File: src/include/frc_pkg.sv
/*
  shared constants and carrier types for the flash rewrite controller.
  assumes a single 25 MHz clock domain and a byte-addressed register port.
*/
package frc_pkg;

  // ----------------------------------------------------------------
  // widths
  // ----------------------------------------------------------------
  localparam int unsigned ADDR_W = 16;
  localparam int unsigned DATA_W = 16;
  localparam int unsigned REG_W  = 8;
  localparam int unsigned IRQ_W  = 3;

  // ----------------------------------------------------------------
  // register offsets (byte addresses)
  // ----------------------------------------------------------------
  localparam logic [ADDR_W-1:0] OFS_MODE_ZERO  = 16'h0057;
  localparam logic [ADDR_W-1:0] OFS_MODE_ONE   = 16'h0055;
  localparam logic [ADDR_W-1:0] OFS_MODE_THREE = 16'h0053;
  localparam logic [ADDR_W-1:0] OFS_IRQ_STAT   = 16'h0060;
  localparam logic [ADDR_W-1:0] OFS_IRQ_MASK   = 16'h0061;

  // ----------------------------------------------------------------
  // field positions
  // ----------------------------------------------------------------
  localparam int unsigned BIT_READY       = 0;
  localparam int unsigned BIT_REWRITE_EN  = 1;
  localparam int unsigned BIT_LOCK_DIS    = 2;
  localparam int unsigned BIT_MODE_SECOND = 1;
  localparam int unsigned IRQ_FORCED      = 0;
  localparam int unsigned IRQ_REFUSED     = 1;
  localparam int unsigned IRQ_DONE        = 2;

  // ----------------------------------------------------------------
  // reset values and fixed patterns
  // ----------------------------------------------------------------
  localparam logic [REG_W-1:0]  RST_MODE_ZERO  = 8'h00;
  localparam logic [REG_W-1:0]  RST_MODE_ONE   = 8'h00;
  localparam logic [REG_W-1:0]  RST_MODE_THREE = 8'h00;
  localparam logic [IRQ_W-1:0]  RST_IRQ        = 3'h0;
  localparam logic [REG_W-1:0]  UPPER_CLEAR    = 8'h00;
  localparam logic [DATA_W-1:0] RD_ZERO        = 16'h0000;

  // ----------------------------------------------------------------
  // register port request
  // ----------------------------------------------------------------
  typedef struct packed {
    logic              wr;
    logic              rd;
    logic              word;
    logic [ADDR_W-1:0] addr;
    logic [DATA_W-1:0] wdata;
  } frc_req_s;

endpackage

File: src/core/frc_top.sv
/*
  flash rewrite controller: flash mode registers zero/one/three, the
  two-step arming of the rewrite enable and lock-disable bits, forced
  initialization with abort on non-maskable events, and an interrupt.
  assumes the cpu core drives the register port on ref_clk_i, the flash
  core reports busy and read-array state on the same clock, and only the
  nmi pin is asynchronous.
*/
// Implementation choices: the plain strobed port and the register offsets.
// Overview of operation
// RULE_01 - host slows cpu clock to 10 MHz and one wait before access; the bench clocks the host at 25 MHz with no wait
// RULE_02 - non-maskable events reset mode registers and abort erase or program
// RULE_03 - second mode: no peripheral interrupts or dma during erase or program
// RULE_04 - first mode: no address-match interrupt; handlers and vectors in ram
// RULE_05 - enable bits set only by byte write 0 then 1, uninterrupted, nmi high
// RULE_06 - enable cleared only by word write at 0057h, upper byte 00h, read array
// RULE_07 - commands and data go to even user rom addresses
// RULE_08 - erase after aborted erase needs lock-disable set first
// RULE_09 - clear rewrite enable before wait instruction
// RULE_10 - clear rewrite enable, set stop bit, then short jump
// RULE_11 - no program, erase or lock/protect commands while main clock stopped
// RULE_12 - boot power-up order: reset and boot select low, straps, then release
// RULE_13 - second mode: never rewrite the block holding the control program
// RULE_14 - first mode: avoid instructions that fetch from flash
module frc_top
  import frc_pkg::*;
(
  // clock and reset
  input  wire logic                    ref_clk_i,
  input  wire logic                    arst_n_i,
  // register port
  input  wire frc_pkg::frc_req_s       req_i,
  output logic [frc_pkg::DATA_W-1:0]   rdata_o,
  // non-maskable event sources
  input  wire logic                    nmi_n_i,
  input  wire logic                    wdog_req_i,
  input  wire logic                    wdog_irq_sel_i,
  input  wire logic                    vmon_req_i,
  input  wire logic                    osc_stop_req_i,
  // cpu interrupt and dma activity
  input  wire logic                    intervene_i,
  // flash core status and control
  input  wire logic                    op_busy_i,
  input  wire logic                    read_array_i,
  output logic                         abort_o,
  output logic                         rewrite_en_o,
  output logic                         lock_dis_o,
  output logic                         mode_second_o,
  output logic [frc_pkg::REG_W-1:0]    mode_three_o,
  // interrupt
  output logic                         irq_o
);
  import frc_pkg::*;

  // ----------------------------------------------------------------
  // state
  // ----------------------------------------------------------------
  logic              rewrite_en;
  logic              lock_dis;
  logic [REG_W-1:0]  mode_one;
  logic [REG_W-1:0]  mode_three;
  logic              arm_re;
  logic              arm_ld;
  logic              nmi_s1;
  logic              nmi_s2;
  logic              nmi_prev;
  logic              busy_prev;
  logic [IRQ_W-1:0]  irq_stat;
  logic [IRQ_W-1:0]  irq_mask;

  // ----------------------------------------------------------------
  // decode
  // ----------------------------------------------------------------
  logic              wr_zero_byte;
  logic              wr_zero_word;
  logic              wr_one;
  logic              wr_three;
  logic              wr_mask;
  logic              rd_stat;
  logic [REG_W-1:0]  wb;
  logic              nmi_fall;
  logic              wdog_hit;
  logic              forced;
  logic              set_re;
  logic              set_ld;
  logic              clear_re;
  logic              clear_ld;
  logic              refused;
  logic              done_evt;
  logic [IRQ_W-1:0]  evt;

  assign wb           = req_i.wdata[REG_W-1:0];
  assign wr_zero_byte = req_i.wr & ~req_i.word & (req_i.addr == OFS_MODE_ZERO);
  assign wr_zero_word = req_i.wr & req_i.word & (req_i.addr == OFS_MODE_ZERO);
  assign wr_one       = req_i.wr & (req_i.addr == OFS_MODE_ONE);
  assign wr_three     = req_i.wr & (req_i.addr == OFS_MODE_THREE);
  assign wr_mask      = req_i.wr & (req_i.addr == OFS_IRQ_MASK);
  assign rd_stat      = req_i.rd & (req_i.addr == OFS_IRQ_STAT);

  // ----------------------------------------------------------------
  // nmi pin synchroniser
  // ----------------------------------------------------------------
  always_ff @(posedge ref_clk_i or negedge arst_n_i) begin
    if (!arst_n_i) begin
      nmi_s1   <= 1'b1;
      nmi_s2   <= 1'b1;
      nmi_prev <= 1'b1;
    end else begin
      nmi_s1   <= nmi_n_i;
      nmi_s2   <= nmi_s1;
      nmi_prev <= nmi_s2;
    end
  end

  assign nmi_fall = nmi_prev & ~nmi_s2;

  // RULE_02 watchdog qualification
  // in the second mode the watchdog only counts when routed as non-maskable
  assign wdog_hit = wdog_req_i & (~mode_one[BIT_MODE_SECOND] | wdog_irq_sel_i);

  // RULE_02 forced initialization
  assign forced = rewrite_en & (nmi_fall | wdog_hit | vmon_req_i | osc_stop_req_i);

  // RULE_05 second step of arming
  // nmi level taken from the synchronised copy, so a late pin edge may still slip
  assign set_re = wr_zero_byte & wb[BIT_REWRITE_EN] & ~rewrite_en & arm_re
                  & nmi_s2 & ~intervene_i;
  assign set_ld = wr_zero_byte & wb[BIT_LOCK_DIS] & ~lock_dis & arm_ld
                  & nmi_s2 & ~intervene_i;

  // RULE_06 word-wide clear of rewrite enable
  assign clear_re = wr_zero_word & ~wb[BIT_REWRITE_EN]
                    & (req_i.wdata[DATA_W-1:REG_W] == UPPER_CLEAR) & read_array_i;
  assign clear_ld = (wr_zero_byte | wr_zero_word) & ~wb[BIT_LOCK_DIS];

  assign refused = (wr_zero_byte & wb[BIT_REWRITE_EN] & ~rewrite_en & ~set_re)
                 | (wr_zero_byte & wb[BIT_LOCK_DIS] & ~lock_dis & ~set_ld)
                 | (rewrite_en & (wr_zero_byte | wr_zero_word)
                    & ~wb[BIT_REWRITE_EN] & ~clear_re);

  assign done_evt = busy_prev & ~op_busy_i;

  always_comb begin
    evt              = '0;
    evt[IRQ_FORCED]  = forced;
    evt[IRQ_REFUSED] = refused;
    evt[IRQ_DONE]    = done_evt;
  end

  // ----------------------------------------------------------------
  // arming flags
  // ----------------------------------------------------------------
  // RULE_05 first step and its cancellation
  // any other write or any interrupt or dma in between drops the arm
  always_ff @(posedge ref_clk_i or negedge arst_n_i) begin
    if (!arst_n_i) begin
      arm_re <= 1'b0;
      arm_ld <= 1'b0;
    end else if (forced || intervene_i) begin
      arm_re <= 1'b0;
      arm_ld <= 1'b0;
    end else if (req_i.wr) begin
      arm_re <= wr_zero_byte & ~wb[BIT_REWRITE_EN] & ~rewrite_en;
      arm_ld <= wr_zero_byte & ~wb[BIT_LOCK_DIS] & ~lock_dis;
    end
  end

  // ----------------------------------------------------------------
  // flash mode register zero
  // ----------------------------------------------------------------
  always_ff @(posedge ref_clk_i or negedge arst_n_i) begin
    if (!arst_n_i) begin
      rewrite_en <= RST_MODE_ZERO[BIT_REWRITE_EN];
    end else if (forced) begin
      // RULE_02 initialize register zero
      rewrite_en <= RST_MODE_ZERO[BIT_REWRITE_EN];
    end else if (set_re) begin
      rewrite_en <= 1'b1;
    end else if (clear_re) begin
      rewrite_en <= 1'b0;
    end
  end

  // RULE_08 lock-disable for re-erase
  // the flash core uses lock_dis_o to override a lock left by an aborted erase
  always_ff @(posedge ref_clk_i or negedge arst_n_i) begin
    if (!arst_n_i) begin
      lock_dis <= RST_MODE_ZERO[BIT_LOCK_DIS];
    end else if (forced) begin
      lock_dis <= RST_MODE_ZERO[BIT_LOCK_DIS];
    end else if (set_ld) begin
      lock_dis <= 1'b1;
    end else if (clear_ld) begin
      lock_dis <= 1'b0;
    end
  end

  // ----------------------------------------------------------------
  // flash mode registers one and three
  // ----------------------------------------------------------------
  always_ff @(posedge ref_clk_i or negedge arst_n_i) begin
    if (!arst_n_i) begin
      mode_one   <= RST_MODE_ONE;
      mode_three <= RST_MODE_THREE;
    end else if (forced) begin
      // RULE_02 initialize registers one and three
      mode_one   <= RST_MODE_ONE;
      mode_three <= RST_MODE_THREE;
    end else begin
      if (wr_one) begin
        mode_one <= wb;
      end
      if (wr_three) begin
        mode_three <= wb;
      end
    end
  end

  // ----------------------------------------------------------------
  // abort and flash-facing outputs
  // ----------------------------------------------------------------
  always_ff @(posedge ref_clk_i or negedge arst_n_i) begin
    if (!arst_n_i) begin
      abort_o       <= 1'b0;
      busy_prev     <= 1'b0;
      rewrite_en_o  <= RST_MODE_ZERO[BIT_REWRITE_EN];
      lock_dis_o    <= RST_MODE_ZERO[BIT_LOCK_DIS];
      mode_second_o <= RST_MODE_ONE[BIT_MODE_SECOND];
      mode_three_o  <= RST_MODE_THREE;
    end else begin
      // RULE_02 abort running erase or program
      abort_o       <= forced & op_busy_i;
      busy_prev     <= op_busy_i;
      rewrite_en_o  <= rewrite_en;
      lock_dis_o    <= lock_dis;
      mode_second_o <= mode_one[BIT_MODE_SECOND];
      mode_three_o  <= mode_three;
    end
  end

  // ----------------------------------------------------------------
  // interrupt status and mask
  // ----------------------------------------------------------------
  // a new event in the clearing read cycle survives the clear
  always_ff @(posedge ref_clk_i or negedge arst_n_i) begin
    if (!arst_n_i) begin
      irq_stat <= RST_IRQ;
    end else if (rd_stat) begin
      irq_stat <= evt;
    end else begin
      irq_stat <= irq_stat | evt;
    end
  end

  always_ff @(posedge ref_clk_i or negedge arst_n_i) begin
    if (!arst_n_i) begin
      irq_mask <= RST_IRQ;
    end else if (wr_mask) begin
      irq_mask <= wb[IRQ_W-1:0];
    end
  end

  // one cycle behind status; cheaper than a combinational output path
  always_ff @(posedge ref_clk_i or negedge arst_n_i) begin
    if (!arst_n_i) begin
      irq_o <= 1'b0;
    end else begin
      irq_o <= |(irq_stat & irq_mask);
    end
  end

  // ----------------------------------------------------------------
  // read data
  // ----------------------------------------------------------------
  logic [DATA_W-1:0] next_rdata;

  always_comb begin
    next_rdata = RD_ZERO;
    if (req_i.rd) begin
      case (req_i.addr)
        OFS_MODE_ZERO: begin
          next_rdata[BIT_READY]      = ~op_busy_i;
          next_rdata[BIT_REWRITE_EN] = rewrite_en;
          next_rdata[BIT_LOCK_DIS]   = lock_dis;
        end
        OFS_MODE_ONE: begin
          next_rdata[REG_W-1:0] = mode_one;
        end
        OFS_MODE_THREE: begin
          next_rdata[REG_W-1:0] = mode_three;
        end
        OFS_IRQ_STAT: begin
          next_rdata[IRQ_W-1:0] = irq_stat;
        end
        OFS_IRQ_MASK: begin
          next_rdata[IRQ_W-1:0] = irq_mask;
        end
        default: begin
          next_rdata = RD_ZERO;
        end
      endcase
    end
  end

  // data stand only in the cycle after the read strobe
  always_ff @(posedge ref_clk_i or negedge arst_n_i) begin
    if (!arst_n_i) begin
      rdata_o <= RD_ZERO;
    end else begin
      rdata_o <= next_rdata;
    end
  end

endmodule

File: config.mk
export PLATFORM = sky130hd
export DESIGN_NAME = frc_top
export DESIGN_NICKNAME = d
export VERILOG_FILES = /design/src/include/frc_pkg.sv /design/src/core/frc_top.sv
export SDC_FILE = /design/constraint.sdc
export NUM_CORES = 1
export LEC_CHECK = 0
export ABC_AREA = 1
export BUFFER_PORTS_ARGS = -buffer_cell sky130_fd_sc_hd__buf_2
export CAP_MARGIN = 10
export CORE_ASPECT_RATIO = 0.6
export CORE_MARGIN = 4
export CORE_UTILIZATION = 51
export CTS_BUF_LIST = sky130_fd_sc_hd__clkbuf_4 sky130_fd_sc_hd__clkbuf_8 sky130_fd_sc_hd__clkbuf_16
export DETAILED_ROUTE_END_ITERATION = 16
export HOLD_SLACK_MARGIN = 0.1
export PLACE_DENSITY = 0.79
export SLEW_MARGIN = 20
export SYNTH_ARGS = -nofsm -noshare
export SYNTH_HDL_FRONTEND = slang
export SYNTH_SLANG_ARGS = --single-unit
File: constraint.sdc
create_clock -name ref_clk_i -period 1.8 [get_ports ref_clk_i]
set_input_delay 0.27 -clock ref_clk_i [delete_from_list [all_inputs] [get_ports ref_clk_i]]
set_output_delay 0.27 -clock ref_clk_i [all_outputs]
set_load 0.02 [all_outputs]
==> results_dict.tcl, run 1 <==
set metrics [dict create \
    port_buffers 65 \
    yosys_register_bits 51 \
    cts_sinks 51 \
    first_global_vias 1988 \
    timing.fmax_mhz 673 \
    path_class "register to register" \
    synth_compound_area_share_pct 3.32 \
    startpoint "nmi_prev" \
    top_usage_layer "met1" \
    fin_crit_ns 1.49 \
    antenna_found_initial 0 \
    ctsRootBufferMaster "clkbuf_8" \
    fillerInstances 434 \
    use_met1_pct 30.2 \
    crit_top_cell "nand2_1" \
    arrival_ns 1.70 \
    start_util_pct 53.1 \
    syn_inst 305 \
    crit_chain "inv_1 > o211ai_1 > nand2_2 > inv_2 > nor2_1 > nand2_1 > nand2_1" \
    overflow 0 \
    rows 19 \
    dr.pass1.iters 5 \
    worstMarginPinSlew_ns 0.531 \
    worst_setup_path_start_kind "register" \
    yosys.area_share.simple_pct 35.6 \
    finish.instance_area_sq_um 2970 \
    io_pins 74 \
    leakagePower_uw 0.00169 \
    post-route-period-util_pct 82.5 \
    grt_pass1_wl_um 9430 \
    cts_setup_buffers 0 \
    ir_drop_uv 534 \
    critPathSlowestCell "dfstp_2" \
    crit_fanout 10 \
    vias 2168 \
    slew_headroom_pct 64.6 \
    yosys_warnings 0 \
    cap_violations 0 \
    synthMuxAreaShare_pct 0 \
    grt_max_degree 31 \
    num_antenna_cells 0 \
    ant_nets 0 \
    crit_path_end_kind "register" \
    slew_viol_final 0 \
    die_y_um 61.7 \
    hpwl_um 4530 \
    rsz0062_at_grt "no" \
    cts_buffers 5 \
    synth_seq_area_share_pct 52.3 \
    synth_xor_area_share_pct 0 \
    worstSetupEndpoint "mode_three[0]" \
    nNetsFinal 425 \
    area_delta_synth_final_pct 21.3 \
    htree_levels 2 \
    rrSetupSlack_ns 0.31 \
    path_buf_inv 2 \
    place_area_sq_um 2840 \
    core_sq_um 4610 \
    yosysUniqueCellTypes 23 \
    r2r_end "mode_three[0]" \
    post-place-cells 433 \
    clk_latency_ns 0.31 \
    drc 0 \
    final-hold-violation-count 0 \
    drive_above_1_share_pct 28.1 \
    grtUsageMet2_pct 29.8 \
    synth_area_sq_um 2450 \
    cpPeakStageDelay_ns 0.53 \
    cts_tree "done" \
    syn_area_per_cell_sq_um 8.03 \
    path_depth 7 \
    final_cells 444 \
    die_w_um 97.5 \
    die-area_sq_um 6010 \
    first_iter_violations 148 \
    clk_pin_slew_ns 0.10 \
    clockBufferDepth 2 \
    synth_top_family_by_area "simple AND/OR/NAND/NOR gates" \
    met3_usage_pct 4.98 \
    wl_um 5860 \
    worst_r2r_path_depth 7 \
    setup_viol 0 \
    fin_setup_tns_ns 0 \
    viasPerCell 4.88 \
    power.total_uw 2030 \
    place_congestion 0.836 \
    grt_use_total_pct 20.3 \
    hold_path_class "primary input to register" \
    required_ns 2.01 \
    wl_per_cell_um 13.2 \
    r2r_start "nmi_prev" \
    power_density_nw_per_um2 684 \
    run_status "finished, final reports clean" \
    synthAdderAreaFrac_pct 0 \
    crit_family "flip-flops" \
    clock_skew_ns 0.00992 \
]
==> sequential cells by signal, indices dropped and copies added, names as in the netlist <==
register and count:
nmi_prev 1, busy_prev 1, irq_o 1, mode_three_o 8
rdata_o 8, nmi_s2 1, rewrite_en_o 1, mode_one 8
lock_dis_o 1, mode_second_o 1, abort_o 1, irq_stat 3
arm_ld 1, mode_three 8, arm_re 1, irq_mask 3
nmi_s1 1, rewrite_en 1, lock_dis 1
==> worst reg2reg max path, delay by kind of cell (launching register included) <==
family          cells  cell delay (ns)
simple gates        4             0.41
flops               1             0.53
buf+inv             2             0.26
compound gates      1             0.19
==> per-layer routing <==
metal	vias up	part of all wire, %
li1	1089	-
met1	990	49
met2	84	43
met3	5	7.8
met4	0	0.68
met5	-	0
==> cells by family (layout without fill, tap and decap cells) <==
logic type	count (synthesis)	after routing
simple gates	191	191
flops	51	51
buf+inv	47	116
compound gates	15	15
other cells	1	8
==> cell type report <==
class / instances / area, sq um / share of cell area, %
Sequential cell: 51 / 1280 / 43.1
Multi-Input combinational cell: 214 / 982 / 33.1
Inverter: 37 / 140 / 4.72
Clock buffer: 6 / 82.6 / 2.78
Clock inverter: 2 / 16.3 / 0.548
Timing Repair Buffer: 71 / 390 / 13.1
Tap cell: 63 / 78.8 / 2.65
==> metrics by stage <==
| step | worst slack (ns) | hold WS, ns | utilization (%) |
|---|---|---|---|
| CTS | 0.332 | 0.236 | 64.4 |
| global placement | 0.250 | 0.270 | 61.6 |
| global route | 0.234 | 0.250 | 64.4 |
| finish | 0.314 | 0.234 | 64.4 |
| floorplan | 0.551 | -0.0256 | - |
| detailed placement | 0.239 | 0.278 | 61.6 |
==> where the power goes <==
| part | switching [uW] | internal [uW] | leakage, uW |
|---|---|---|---|
| combinational | 109 | 62.0 | 0.000944 |
| sequential | 2.62 | 1150 | 0.000695 |
| clock | 392 | 314 | 0.0000474 |
| total | 504 | 1530 | 0.00169 |
==> cell usage in the layout, fill, tap and decap left out, drive strengths merged <==
| master | instances |
|---|---|
| a21oi | 9 |
| and3 | 2 |
| buf | 68 |
| clkbuf | 6 |
| clkinv | 2 |
| clkinvlp | 1 |
| conb | 8 |
| dfrtp | 48 |
| dfstp | 3 |
| dlygate4sd3 | 3 |
| inv | 36 |
| nand2 | 109 |
| nand3 | 17 |
| nand3b | 1 |
| nand4 | 13 |
| nor2 | 49 |
| o211ai | 1 |
| o21ai | 5 |
==> how the worst min path moves through the flow <==
| stage | start | endpoint | cells past startpoint |
|---|---|---|---|
| after detailed placement | arst_n_i | irq_o | 1 |
| after floorplan | arst_n_i | abort_o | 0 |
| after CTS | intervene_i | arm_ld | 4 |
| after global routing | req_i[0] | irq_mask[0] | 3 |
| final | intervene_i | arm_ld | 4 |
| after global placement | arst_n_i | irq_o | 1 |
==> cells in the mapped netlist (all sizes together) <==
library cell | number | share of area, %
nand2 | 109 | 18
nand4 | 13 | 3.6
o21ai | 5 | 1.2
dfstp | 3 | 3.2
inv | 36 | 5.5
nand3 | 17 | 3.5
nand3b | 1 | 0.31
clkinv | 1 | 0.20
dfrtp | 48 | 49
buf | 10 | 3.0
and3 | 2 | 0.51
a21oi | 9 | 1.8
nor2 | 49 | 10
conb | 1 | 0.15
o211ai | 1 | 0.31
==> repair_timing <==
| action | 4_1_cts | 5_1_grt |
|---|---|---|
| gates resized for setup | 0 | 0 |
| hold buffers | 3 | 0 |
| endpoints found under the setup margin | 0 | 0 |
| hold endpoints to repair | 20 | 0 |
Note: power is estimated with default switching activity, not from simulation.
==> run 2, diff against run 1 <==
clock period = 1.5 ns   (was 1.8 ns; I/O delays follow)
==> run 2 against run 1 <==
Net effect:
- routed wire length fell by 6.7%
- final area up 1.9%
- register-to-register slack lost 0.21 ns
==> results_dict.tcl, run 2 (synthesis gave the netlist of run 1 again) <==
set metrics [dict create \
    core_sq_um 4610 \
    place_congestion 0.845 \
    met3_usage_pct 4.86 \
    port_buffers 65 \
    antenna_found_initial 0 \
    ir_drop_uv 667 \
    hold_path_class "primary input to register" \
    rsz0062_at_grt "no" \
    required_ns 1.70 \
    start_util_pct 53.1 \
    vias 2170 \
    cts_sinks 51 \
    clockBufferDepth 2 \
    area_delta_synth_final_pct 23.6 \
    grtUsageMet2_pct 28.2 \
    worst_hold_path.num_cells 4 \
    final-hold-violation-count 0 \
    ant_nets 0 \
    leakagePower_uw 0.00172 \
    power_density_nw_per_um2 843 \
    path_class "register to register" \
    die_w_um 97.5 \
    fin_crit_ns 1.40 \
    num_antenna_cells 0 \
    setup_viol 0 \
    final_cell_mix "101 x nand2_1, 65 x buf_2, 48 x dfrtp_1" \
    hpwl_um 4220 \
    clk_latency_ns 0.30 \
    regArea_sq_um 1280 \
    fin_setup_tns_ns 0 \
    worst_setup_path_start_kind "register" \
    wl_um 5470 \
    fillerInstances 415 \
    rows 19 \
    drive_above_1_share_pct 29.0 \
    cts_buffers 5 \
    overflow 0 \
    grt_max_degree 52 \
    cts_tree "done" \
    first_iter_violations 117 \
    run_status "finished, final reports clean" \
    io_pins 74 \
    crit_path_end_kind "register" \
    drc 0 \
    nNetsFinal 430 \
    htree_levels 2 \
    arrival_ns 1.60 \
    die_y_um 61.7 \
    post-route-period-util_pct 93.3 \
    holdWs_ns 0.205 \
    grt_use_total_pct 19.3 \
    finish.instance_area_sq_um 3030 \
    wl_per_cell_um 12.2 \
    ctsRootBufferMaster "clkbuf_8" \
    multi_input_area_sq_um 982 \
    timing.fmax_mhz 715 \
    slew_viol_final 0 \
    first_global_vias 1943 \
    use_met1_pct 29.2 \
    clk_pin_slew_ns 0.09 \
    place_area_sq_um 2860 \
    top_usage_layer "met1" \
    final_common_cell "nand2_1" \
    clock_skew_ns 0.00475 \
    dr.pass1.iters 4 \
    crit_fanout 8 \
    viasPerCell 4.83 \
    grt_pass1_wl_um 9070 \
    worst_r2r_path_depth 7 \
    die-area_sq_um 6010 \
    cap_violations 0 \
]
run 2: cell count changes in the layout (fill, tap and decap cells not counted), sizes merged:
cell    before  now
buf         68   73
clkinv       2    1
bufinv       0    1
run 2: worst max-delay path, cell delays in order (launching register included):
cell,delay (ns)
dfstp_2,0.53
inv_1,0.03
o211ai_1,0.20
nand2_2,0.17
nand2_4,0.14
inv_2,0.10
nand2_1,0.07
nand2_1,0.05
run 2: metrics by stage:
step                      util (%)  worst slack, ns  cells  total power [uW]
after CTS                     65.2           0.0420    447              2570
after detailed placement      62.1           0.0242    436              1610
after global routing          65.6           0.0362    449              2640
final                         65.6            0.100    449              2550
after global placement        62.1           0.0619    436              1610
after floorplan                  -            0.251    312              1510
run 2: final cells by class:
cell class,instances,area share [%]
clock inverters,2,1.24
inverters,37,4.71
well taps,63,2.61
multi-input cells,214,32.5
flip-flops and latches,51,42.3
clock buffers,6,2.52
repair buffers,76,14.1
run 2: path summary, 6_finish.rpt:
check / to / start / slack, ns
max in group asynchronous: nmi_prev / arst_n_i / 0.79
min in group asynchronous: irq_o / arst_n_i / 0.43
max reg2reg: mode_one[5] / nmi_prev / 0.10
min reg2reg: nmi_s2 / nmi_s1 / 0.36
max: mode_one[5] / nmi_prev / 0.10
min: arm_ld / intervene_i / 0.21
run 2: repair_timing:
action | CTS | global route
endpoints found under the hold margin | 50 | 0
setup endpoints to repair | 0 | 16
hold buffers | 3 | 0
resized for setup | 0 | 1
setup buffers | 0 | 2
run 2: where the power goes:
group          total [uW]  leakage [uW]  internal [uW]  switching, uW
sequential           1390      0.000695           1380           2.47
combinational         204      0.000968           76.5            127
clock                 962     0.0000548            516            446
total                2550       0.00172           1970            576
run 2: layer usage:
metal	part of all wire (%)	wire [um]	vias up
met5	0	0	-
met1	48	2640	984
met4	0.51	28	0
met2	42	2290	91
li1	-	-	1090
met3	9.3	510	5
==> run 3, diff against run 2 <==
ABC_AREA = default   (was 1)
CORE_UTILIZATION = 50   (was 51)
PLACE_DENSITY = 0.78   (was 0.79)
clock period = 1.4 ns   (was 1.5 ns; I/O delays follow)
==> run 3 against run 2 <==
Net effect:
- the flow now finishes with violations (setup timing)
- cell count decreased by 19%
- critical path depth decreased by 1
- area after synthesis decreased by 5.0%
- combinational power increased by 27%
- final area increased by 4.1%
- die area decreased by 2.8%
- first-iteration DRC count increased by 44%
- synthesized cell count decreased by 29%
- sequential share of layout area decreased by 1.7 points
- non-clock buffer count increased by 17
- sequential power increased by 6%
- clock skew increased by 0.0069 ns
- critical path type is now primary input to register
- largest power group unchanged
==> results_dict.tcl, run 3 <==
set metrics [dict create \
    viasPerCell 5.87 \
    rows 18 \
    vias 2129 \
    power_density_nw_per_um2 882 \
    final-hold-violation-count 0 \
    async_reset_ff_share_pct 100 \
    ant_nets 0 \
    worst_setup_path_start_kind "primary input" \
    first_iter_violations 168 \
    synth-edff-count 0 \
    syn_inst 217 \
    area_delta_synth_final_pct 35.4 \
    cts_buffers 5 \
    cts_tree "done" \
    synthTopCellsByCount "48 x dfrtp_1, 18 x a21oi_1, 18 x nand4_1" \
    finish.instance_area_sq_um 3150 \
    yosys_register_bits 51 \
    crit_path_end_kind "register" \
    clk_latency_ns 0.31 \
    holdWs_ns 0.169 \
    yosysMostFrequentCell "dfrtp_1" \
    final_cell_mix "65 x buf_2, 48 x dfrtp_1, 21 x buf_4" \
    cts_sinks 51 \
    slew_viol_final 0 \
    dr.pass1.iters 5 \
    die_w_um 96.1 \
    drc 0 \
    r2r_end "mode_one[4]" \
    yosysUniqueCellTypes 41 \
    final_common_cell "buf_2" \
    yosys_warnings 0 \
    die-area_sq_um 5840 \
    hold_path_class "primary input to register" \
    fin_crit_ns 1.49 \
    htree_levels 2 \
    ctsRootBufferMaster "clkbuf_8" \
    place_area_sq_um 2840 \
    synth_top_cell_area_share_pct 51.6 \
    wl_um 6400 \
    cts_setup_buffers 0 \
    violations "setup timing" \
    clockBufferDepth 2 \
    num_antenna_cells 0 \
    hold_end "mode_one[3]" \
    ir_drop_uv 664 \
    worst_r2r_path_depth 5 \
    path_class "primary input to register" \
    run_status "finished with violations" \
    start_util_pct 54.1 \
    multi_input_area_sq_um 1050 \
    worst_hold_path.num_cells 3 \
    required_ns 1.58 \
    r2r_start "nmi_s2" \
    drive_above_1_share_pct 42.9 \
    hp-start "req_i[3]" \
    synth_seq_area_share_pct 55.0 \
    fin_setup_tns_ns -0.202 \
    rrSetupSlack_ns -0.04 \
    setup_viol 12 \
    grt_max_degree 28 \
    synth_ff_type "dfrtp_1" \
    timing.fmax_mhz 669 \
    synth_area_leaders "dfrtp_1 52%, nand4_1 4.8%, a21oi_1 3.9%" \
    syn_area_per_cell_sq_um 10.7 \
    hpwl_um 4410 \
    synth_area_sq_um 2330 \
    core_sq_um 4300 \
    leakagePower_uw 0.00151 \
    antenna_found_initial 0 \
    clk_pin_slew_ns 0.10 \
    yosys.area.top_type "dfrtp_1" \
    fin_ws_ns -0.0938 \
    place_congestion 0.856 \
    clock_skew_ns 0.0117 \
    regArea_sq_um 1280 \
    post-route-period-util_pct 107 \
    wl_per_cell_um 17.6 \
    grt_use_total_pct 22.4 \
    die_y_um 60.8 \
    first_global_vias 1979 \
    arrival_ns 1.67 \
    nNetsFinal 347 \
    cap_violations 0 \
    io_pins 74 \
    grt_pass1_wl_um 9690 \
    rsz0062_at_grt "yes" \
    crit_fanout 19 \
    fillerInstances 308 \
    port_buffers 65 \
    overflow 0 \
]
## run 3: worst max-delay path by stage
stage | from | to | depth (start not counted)
after CTS | nmi_s2 | lock_dis | 5
after global placement | req_i[19] | irq_stat[0] | 7
after global routing | req_i[24] | mode_one[4] | 6
after detailed placement | req_i[8] | rewrite_en | 5
final | req_i[29] | mode_one[4] | 6
after floorplan | nmi_s2 | mode_three[3] | 6
## run 3: cell type report
class,count,area share [%]
clock buffers,5,2.19
multi-input cells,144,33.5
flip-flops and latches,51,40.6
repair buffers,93,19.0
well taps,60,2.38
clock inverters,3,1.47
inverters,7,0.834
## run 3: critical path: stages
cell and delay (ns):
buf_2 0.11, nor4_2 0.35, nand4_1 0.22, buf_4 0.26, o21ai_0 0.41, a21oi_4 0.11
## run 3: repair_timing
item,4_1_cts,5_1_grt
hold buffers,3,0
resized for setup,13,20
gates cloned,0,1
pin swaps,1,1
setup endpoints to repair,17,19
hold endpoints to repair,15,0
## run 3: routing by layer
metal	up-vias	track usage, %	wire (um)
li1	949	-	-
met1	1027	33.7	2860
met2	137	32.0	2760
met3	16	6.44	663
met4	0	5.26	114
met5	-	0	0
## run 3: report_power, final
part,internal [uW],switching (uW)
Sequential,1480,1.78
Combinational,107,153
Clock,539,497
Total,2130,651
## run 3: logic make-up after synthesis
| family | share of synthesized area (%) |
|---|---|
| buffers and inverters | 7.26 |
| AND/OR/NAND/NOR | 18.7 |
| flip-flops | 55.0 |
| AO/OA/AOI/OAI | 15.1 |
| multiplexers | 3.71 |
| other | 0.161 |
## run 3: through the flow
| stage | instances | setup WS, ns | power, uW | util, % |
|---|---|---|---|---|
| floorplan | 224 | -0.0675 | 1610 | - |
| global placement | 351 | -0.0806 | 1750 | 65.9 |
| detailed placement | 351 | -0.167 | 1760 | 65.9 |
| CTS | 362 | -0.0250 | 2790 | 70.4 |
| global route | 363 | -0.128 | 2910 | 73.2 |
| finish | 363 | -0.0938 | 2780 | 73.2 |
